[src/rtl/sib_defines.svh]
`ifndef SIB_DEFINES_SVH
`define SIB_DEFINES_SVH
// timing figures in ns, cycle counts derived at 40 ns
`define SIB_CLK_NS      40
`define SIB_TRP_NS      20
`define SIB_TRCD_NS     20
`define SIB_TWR_NS      15
`define SIB_TRP_CYC     ((`SIB_TRP_NS + `SIB_CLK_NS - 1) / `SIB_CLK_NS)
`define SIB_TRCD_CYC    ((`SIB_TRCD_NS + `SIB_CLK_NS - 1) / `SIB_CLK_NS)
`define SIB_TWR_CYC     ((`SIB_TWR_NS + `SIB_CLK_NS - 1) / `SIB_CLK_NS)
`define SIB_NBANK       4
`define SIB_CAS_LAT     2
`define SIB_BURST_LEN   4
`define SIB_CNT_W       4
`define SIB_CMD_ACT     3'h3
`define SIB_CMD_RD      3'h5
`define SIB_CMD_WR      3'h4
`define SIB_CMD_PRE     3'h2
`define SIB_CMD_BST     3'h6
`define SIB_CMD_NOP     3'h7
`endif

[src/rtl/sib_pkg.sv]
package sib_pkg;
   typedef enum logic [2:0] {
      SIB_IDLE   = 3'h0,
      SIB_ACTV   = 3'h1,
      SIB_OPEN   = 3'h3,
      SIB_READ   = 3'h2,
      SIB_WRITE  = 3'h6,
      SIB_RD_AP  = 3'h7,
      SIB_WR_AP  = 3'h5,
      SIB_PRECH  = 3'h4
   } sib_bank_e;
endpackage : sib_pkg

[src/rtl/sib_interbank.sv]
`timescale 1ns/1ps
`include "sib_defines.svh"
// What this block does
// - commands decode from CS RAS CAS WE sampled at the clock edge
// - bank is idle once precharged and tRP elapsed
// - bank is row active once opened and tRCD elapsed, no burst
// - read or write state lasts until burst completes or is cut
// - read with auto precharge lasts from READ until tRP elapses
// - write with auto precharge lasts until recovery and precharge done
// - burst terminate affects only the bank currently bursting
// - interrupted auto precharge burst starts its own precharge
// - precharge to another bank leaves a running burst untouched
// - interrupting read takes data bus one CAS latency later
// - interrupting write cuts the read when registered
// - read ends a write when registered; last write data one clock before
// - write ends a write when registered; last data one clock before
// - interrupted read auto precharge begins precharge at that command
// - interrupted write auto precharge: recovery starts at READ, then precharge
// - same for interrupting WRITE, recovery starts at that WRITE
// - chip select high ignores pins; NOP lets activity continue
module sib_interbank (
   // clock and reset
   input  wire logic        CLK,
   input  wire logic        RST,
   // command pins
   input  wire logic        CKE,
   input  wire logic        CS_N,
   input  wire logic        RAS_N,
   input  wire logic        CAS_N,
   input  wire logic        WE_N,
   input  wire logic [1:0]  BA,
   input  wire logic        AP,
   // bank status
   output logic [11:0]      BANK_STATE,
   output logic             RD_DATA_EN,
   output logic             WR_DATA_EN,
   output logic [1:0]       DATA_BANK
);
   localparam int NB = `SIB_NBANK;
   localparam int CW = `SIB_CNT_W;
   localparam logic [CW-1:0] TRP  = CW'(`SIB_TRP_CYC);
   localparam logic [CW-1:0] TRCD = CW'(`SIB_TRCD_CYC);
   localparam logic [CW-1:0] TWR  = CW'(`SIB_TWR_CYC);
   localparam logic [CW-1:0] BL   = CW'(`SIB_BURST_LEN);

   logic [2:0] cmd;
   logic       cke_prev_q;
   logic       live;
   logic       new_rd;
   logic       new_wr;
   logic       new_pre;
   logic       new_act;
   logic       new_bst;
   logic       new_burst;
   logic [1:0] burst_bank_q;
   logic       burst_on_q;
   logic [`SIB_CAS_LAT-1:0] rd_pipe_q;
   logic [1:0] rd_bank_pipe_q [`SIB_CAS_LAT];
   logic       wr_on_q;

   // inhibit or nop falls to a non-command code and is ignored
   assign cmd = CS_N ? `SIB_CMD_NOP : {RAS_N, CAS_N, WE_N};

   always_ff @(posedge CLK or posedge RST) begin
      if (RST) begin
         cke_prev_q <= 1'b0;
      end else begin
         cke_prev_q <= CKE;
      end
   end

   // commands only count with clock enable steady high
   assign live    = cke_prev_q && CKE;
   // one strobe per command; every other code acts as no operation
   always_comb begin
      new_rd  = 1'b0;
      new_wr  = 1'b0;
      new_pre = 1'b0;
      new_act = 1'b0;
      new_bst = 1'b0;
      if (live) begin
         case (cmd)
            `SIB_CMD_RD: begin
               new_rd = 1'b1;
            end
            `SIB_CMD_WR: begin
               new_wr = 1'b1;
            end
            `SIB_CMD_PRE: begin
               new_pre = 1'b1;
            end
            `SIB_CMD_ACT: begin
               new_act = 1'b1;
            end
            `SIB_CMD_BST: begin
               new_bst = 1'b1;
            end
            default: begin
               new_rd = 1'b0;
            end
         endcase
      end
   end

   assign new_burst = new_rd || new_wr;

   // which bank owns the column path; a newer burst takes it over
   logic [CW-1:0] burst_cnt_q;
   logic          burst_last;
   assign burst_last = burst_on_q && (burst_cnt_q == '0);

   always_ff @(posedge CLK or posedge RST) begin
      if (RST) begin
         burst_on_q <= 1'b0;
      end else if (new_burst) begin
         burst_on_q <= 1'b1;
      end else if (new_bst || burst_last) begin
         burst_on_q <= 1'b0;
      end
   end

   always_ff @(posedge CLK or posedge RST) begin
      if (RST) begin
         burst_bank_q <= 2'h0;
      end else if (new_burst) begin
         burst_bank_q <= BA;
      end
   end

   // beats left; holds once the burst has ended, at zero unless a terminate cut it short
   always_ff @(posedge CLK or posedge RST) begin
      if (RST) begin
         burst_cnt_q <= '0;
      end else if (new_burst) begin
         burst_cnt_q <= BL - CW'(1);
      end else if (burst_on_q && !burst_last) begin
         burst_cnt_q <= burst_cnt_q - CW'(1);
      end
   end

   // direction of the running burst; terminate ends either kind
   always_ff @(posedge CLK or posedge RST) begin
      if (RST) begin
         wr_on_q <= 1'b0;
      end else if (new_burst) begin
         wr_on_q <= new_wr;
      end else if (new_bst || burst_last) begin
         wr_on_q <= 1'b0;
      end
   end

   // read data leaves CAS latency after the read, whoever was on the bus;
   // a write flushes beats in flight so none reappears after the cut
   always_ff @(posedge CLK or posedge RST) begin
      if (RST) begin
         rd_pipe_q <= '0;
      end else begin
         rd_pipe_q[0] <= burst_on_q && !wr_on_q && !new_wr;
         for (int i = 1; i < `SIB_CAS_LAT; i++) begin
            rd_pipe_q[i] <= rd_pipe_q[i-1] && !new_wr;
         end
      end
   end

   // bank tag rides along with each read beat
   always_ff @(posedge CLK or posedge RST) begin
      if (RST) begin
         for (int i = 0; i < `SIB_CAS_LAT; i++) begin
            rd_bank_pipe_q[i] <= 2'h0;
         end
      end else begin
         rd_bank_pipe_q[0] <= burst_bank_q;
         for (int i = 1; i < `SIB_CAS_LAT; i++) begin
            rd_bank_pipe_q[i] <= rd_bank_pipe_q[i-1];
         end
      end
   end

   logic       rd_out;
   logic [1:0] rd_out_bank;
   logic       wr_en_d;
   logic [1:0] data_bank_d;
   assign rd_out      = rd_pipe_q[`SIB_CAS_LAT-1];
   assign rd_out_bank = rd_bank_pipe_q[`SIB_CAS_LAT-1];

   // write data on the new command's clock belongs to the new bank
   always_comb begin
      wr_en_d = new_wr;
      if (wr_on_q && burst_on_q && !burst_last && !new_rd && !new_bst) begin
         wr_en_d = 1'b1;
      end
   end

   // read beats keep their own bank until the new read's beats arrive
   always_comb begin
      if (new_wr) begin
         data_bank_d = BA;
      end else if (rd_out) begin
         data_bank_d = rd_out_bank;
      end else if (new_burst) begin
         data_bank_d = BA;
      end else begin
         data_bank_d = burst_bank_q;
      end
   end

   // a write on this clock silences the read beat
   always_ff @(posedge CLK or posedge RST) begin
      if (RST) begin
         RD_DATA_EN <= 1'b0;
      end else begin
         RD_DATA_EN <= rd_out && !new_wr;
      end
   end

   always_ff @(posedge CLK or posedge RST) begin
      if (RST) begin
         WR_DATA_EN <= 1'b0;
      end else begin
         WR_DATA_EN <= wr_en_d;
      end
   end

   always_ff @(posedge CLK or posedge RST) begin
      if (RST) begin
         DATA_BANK <= 2'h0;
      end else begin
         DATA_BANK <= data_bank_d;
      end
   end

   // each bank drives only its own slice of this net
   wire logic [3*NB-1:0] st_flat;
   genvar g;
   generate
      for (g = 0; g < NB; g++) begin : g_bank
         sib_pkg::sib_bank_e st_q;
         logic [CW-1:0]      cnt_q;
         logic               hit;
         logic               lost;
         logic               owns;
         assign hit  = (BA == 2'(g));
         assign owns = burst_on_q && (burst_bank_q == 2'(g));
         // another bank's burst steals ours; a precharge does not
         assign lost = new_burst && !hit;

         always_ff @(posedge CLK or posedge RST) begin
            if (RST) begin
               st_q  <= sib_pkg::SIB_IDLE;
               cnt_q <= '0;
            end else begin
               case (st_q)
                  sib_pkg::SIB_IDLE: begin
                     if (new_act && hit) begin
                        st_q  <= sib_pkg::SIB_ACTV;
                        cnt_q <= TRCD;
                     end
                  end
                  sib_pkg::SIB_ACTV: begin
                     if (cnt_q <= CW'(1)) begin
                        st_q <= sib_pkg::SIB_OPEN;
                     end else begin
                        cnt_q <= cnt_q - CW'(1);
                     end
                  end
                  sib_pkg::SIB_OPEN: begin
                     if (new_pre && hit) begin
                        st_q  <= sib_pkg::SIB_PRECH;
                        cnt_q <= TRP;
                     end else if (new_burst && hit) begin
                        if (AP) begin
                           st_q  <= new_rd ? sib_pkg::SIB_RD_AP : sib_pkg::SIB_WR_AP;
                           cnt_q <= new_rd ? BL : BL + TWR;
                        end else begin
                           st_q <= new_rd ? sib_pkg::SIB_READ : sib_pkg::SIB_WRITE;
                        end
                     end
                  end
                  sib_pkg::SIB_READ, sib_pkg::SIB_WRITE: begin
                     if (new_pre && hit) begin
                        st_q  <= sib_pkg::SIB_PRECH;
                        cnt_q <= TRP;
                     end else if (new_burst && hit) begin
                        st_q <= new_rd ? sib_pkg::SIB_READ : sib_pkg::SIB_WRITE;
                     end else if (!owns) begin
                        st_q <= sib_pkg::SIB_OPEN;
                     end
                  end
                  sib_pkg::SIB_RD_AP: begin
                     if (lost) begin
                        st_q  <= sib_pkg::SIB_PRECH;
                        cnt_q <= TRP;
                     end else if (cnt_q <= CW'(1)) begin
                        st_q  <= sib_pkg::SIB_PRECH;
                        cnt_q <= TRP;
                     end else begin
                        cnt_q <= cnt_q - CW'(1);
                     end
                  end
                  sib_pkg::SIB_WR_AP: begin
                     if (lost) begin
                        // recovery counted from the interrupting command
                        cnt_q <= TWR;
                     end else if (cnt_q <= CW'(1)) begin
                        st_q  <= sib_pkg::SIB_PRECH;
                        cnt_q <= TRP;
                     end else begin
                        cnt_q <= cnt_q - CW'(1);
                     end
                  end
                  sib_pkg::SIB_PRECH: begin
                     if (cnt_q <= CW'(1)) begin
                        st_q <= sib_pkg::SIB_IDLE;
                     end else begin
                        cnt_q <= cnt_q - CW'(1);
                     end
                  end
                  default: st_q <= sib_pkg::SIB_IDLE;
               endcase
            end
         end

         assign st_flat[3*g +: 3] = st_q;
      end
   endgenerate

   // status leaves a flop, one clock behind the bank state
   always_ff @(posedge CLK or posedge RST) begin
      if (RST) begin
         BANK_STATE <= 12'h000;
      end else begin
         BANK_STATE <= st_flat;
      end
   end
endmodule : sib_interbank

[config.mk]
export PLATFORM = sky130hd
export DESIGN_NAME = sib_interbank
export DESIGN_NICKNAME = d
export VERILOG_FILES = /design/src/rtl/sib_pkg.sv /design/src/rtl/sib_interbank.sv
export VERILOG_INCLUDE_DIRS = /design/src /design/src/rtl
export SDC_FILE = /design/constraint.sdc
export NUM_CORES = 1
export LEC_CHECK = 0
export BUFFER_PORTS_ARGS = -buffer_cell sky130_fd_sc_hd__buf_2
export CAP_MARGIN = 40
export CELL_PAD_IN_SITES_DETAIL_PLACEMENT = 1
export CELL_PAD_IN_SITES_GLOBAL_PLACEMENT = 2
export CORE_UTILIZATION = 36
export CTS_BUF_LIST = sky130_fd_sc_hd__clkbuf_8
export CTS_CLUSTER_DIAMETER = 150
export CTS_CLUSTER_SIZE = 40
export DETAILED_ROUTE_END_ITERATION = 10
export MAX_ROUTING_LAYER = met4
export PLACE_DENSITY_LB_ADDON = 0.2
export SLEW_MARGIN = 10
export SYNTH_ARGS = -nofsm -noshare
export SYNTH_HDL_FRONTEND = slang
export SYNTH_SLANG_ARGS = --single-unit
export TNS_END_PERCENT = 10
[constraint.sdc]
create_clock -name CLK -period 1.8 [get_ports CLK]
set_input_delay 0.45 -clock CLK [delete_from_list [all_inputs] [get_ports CLK]]
set_output_delay 0.45 -clock CLK [all_outputs]
set_load 0.02 [all_outputs]
==> run summary <==
largest net degree at the start of global routing = 60
CTS tree = built
Slew Limit Fails = 0
Worst Path Required = 2.05 ns
Critical Path Start Type = flip-flop
Final Hold Vio Count = 0
Clock Tree Buf Depth = 2
DRC viols = 0
antenna-violating nets left = 0
worst r2r path cells = 6
Final Cycle Share = 1.07
crit-path max FO = 7
DR iter-0 viols = 121
Final TNS setup = -1.02 ns
Fmax achieved = 517 MHz
Mapped Avg Cell Area = 9.14 µm²
DP Cell Count = 646
Rows = 36
post-route insts no fill = 667
RSZ-0062 raised after global routing = yes
share of post-route cells with drive strength above 1 = 0.408
crit path time final = 1.93 ns
H-Tree Depth = 3
worst slew pin tran = 0.390 ns
Placer Congestion = 0.859
register area share after synthesis = 0.406
clk sinks = 59
EDFF count, synth = 0
pre-CTS WS = -0.387 ns
IO Port Bufs = 25
grt total ovfl = 0
Synthesized Nets = 417
Pwr per Cell Area = 2010 nW/µm²
Clock Skews = 0.00880 ns
Clk Latency, worst-skew pair = 0.36 ns
Synth async-reset ratio = 1.00
Worst Hold Class = in -> async
fillcell total = 1136
cells after synthesis = 398
# setup viols final = 16
via count = 3654
most frequent cells in the layout = buf_4, dfrtp_1, nand2_1
nature of the critical path endpoint = flip-flop
Worst Setup Slack, final = -0.135 ns
Die Ht = 103 µm
unique cell type count in the Yosys netlist = 71
initial antenna violation count = 0
Syn Std Cell Area = 3640 µm²
maxcap violations = 0
WL per Instance = 17.8 µm
drt via density = 5.48
peak supply drop = 0.000698 V
worst setup path class = reg -> reg
failing checks = negative setup slack
Detailed Place HPWL = 8640 µm
1st-pass router iterations = 4
Reg clk slew, reported paths = 0.08 ns
# diodes = 0
area delta synth->final = 44.2%
most common cell after layout, fill and taps aside = buf_4
core area = 9770 µm²
die area = 10500 µm²
Slew HR = 0.738
run status = complete, but fails checks
Clk Tree Root Cell = clkbuf_8
vias in the first global route = 3787
Synth Register Bits = 59
num ports = 26
Detailed Route WL = 11900 µm
hold_buf cts = 0
first-pass GRT wire length = 19200 µm
nets = 548
TritonCTS Buffers = 9
chip width = 103 µm
Critical Path AT = 2.18 ns
LEAKAGE = 2.34 nW
warnings from Yosys = 0
Synth Flop Type = dfrtp_1
Starting Density = 0.372
global-route usage over all layers = 0.250
[synth_stat cells, types with 3 or more instances]
cell type	count	area, µm²
nand2b_1	14	87.6
o22ai_1	4	25.0
nand3b_1	3	22.5
o31a_1	4	35.0
nor2_1	22	82.6
xnor2_1	5	43.8
a41oi_1	4	35.0
o211ai_1	6	45.0
a211oi_1	8	60.1
clkbuf_1	14	52.6
dfrtp_1	59	1480
a22o_1	8	70.1
nor3_1	15	75.1
inv_1	22	82.6
a31oi_1	9	56.3
ha_1	9	113
and3_1	3	18.8
xor2_1	3	26.3
nand3_1	14	70.1
a32oi_1	3	26.3
nand4_1	4	25.0
or3_1	4	25.0
o21a_1	6	45.0
a32o_1	4	40.0
a21oi_1	12	60.1
mux2i_1	3	30.0
nor4_1	5	31.3
o2bb2ai_1	5	43.8
o31ai_1	4	30.0
nand2_1	31	116
o21ai_0	29	145
nor2b_1	9	56.3
buf_2	5	25.0
[cell families after synthesis]
kind of cell / synth area share
simple gates: 0.205
compound gates: 0.279
flops: 0.406
buf+inv: 0.0513
fa+ha+maj: 0.0310
xor+xnor: 0.0193
mux: 0.00826
[worst max-delay path, stage by stage (launching register included)]
cell and delay [ns]:
dfrtp_1 0.42, and3b_2 0.26, a2111oi_4 0.30, a211oi_2 0.14
a311o_2 0.45, mux2i_1 0.18, nand2_1 0.07
[state kept, by name, summed over array words and instances, names as in the netlist, 2 cells and up]
name and cells:
BANK_STATE 12, DATA_BANK 2, burst_bank_q 2, burst_cnt_q 4, g_bank.cnt_q 16, g_bank.st_q 12
rd_bank_pipe_q 2, rd_out_bank 2, rd_pipe_q 2
[routing by layer]
| metal | wire length (µm) | share of wire | global-route usage |
|---|---|---|---|
| met5 | 0 | 0 | - |
| met4 | 221 | 0.019 | 0.0857 |
| met3 | 234 | 0.020 | 0.0400 |
| met2 | 5960 | 0.50 | 0.409 |
| met1 | 5490 | 0.46 | 0.314 |
[where the power goes]
group / switching [mW] / leakage (nW) / internal, mW
logic: 3.32 / 1.48 / 3.17
clock network: 0.587 / 0.133 / 1.03
registers: 0.492 / 0.724 / 1.91
[stage by stage]
stage | power, mW | utilization | hold slack [ns] | instance area, µm²
2_1_floorplan | 6.00 | - | 0.331 | 3730
3_3_place_gp | 8.15 | 0.487 | 0.332 | 4760
3_5_place_dp | 8.39 | 0.487 | 0.337 | 4760
4_1_cts | 10.4 | 0.528 | 0.150 | 5160
5_1_grt | 11.3 | 0.536 | 0.163 | 5240
6_report | 10.5 | 0.536 | 0.138 | 5240
[timing repair]
action | CTS | global route
pin swaps | 15 | 7
endpoints found under the setup margin | 24 | 26
resized for setup | 30 | 18
buffers inserted | 5 | 0
[final cells by class]
| class | instances | area, µm² | share of cell area |
|---|---|---|---|
| flip-flops and latches | 59 | 1480 | 0.282 |
| clock buffers | 12 | 165 | 0.0315 |
| clock inverters | 4 | 95.1 | 0.0181 |
| repair buffers | 142 | 1030 | 0.196 |
| inverters | 22 | 82.6 | 0.0158 |
| multi-input cells | 295 | 2220 | 0.424 |
| well taps | 133 | 166 | 0.0317 |
[path summary, 6_finish.rpt]
check                                   from                 end  slack [ns]
setup / recovery           g_bank[2].st_q[1]  g_bank[2].cnt_q[3]       -0.13
hold / removal                           RST       BANK_STATE[3]        0.14
setup reg to reg           g_bank[2].st_q[1]  g_bank[2].cnt_q[3]       -0.13
hold reg to reg            rd_bank_pipe_q[2]      rd_out_bank[0]        0.34
max in group asynchronous                RST   g_bank[2].st_q[1]        1.39
min in group CLK                         CKE          cke_prev_q        0.22
No activity file was read; power rests on OpenSTA's default activity.
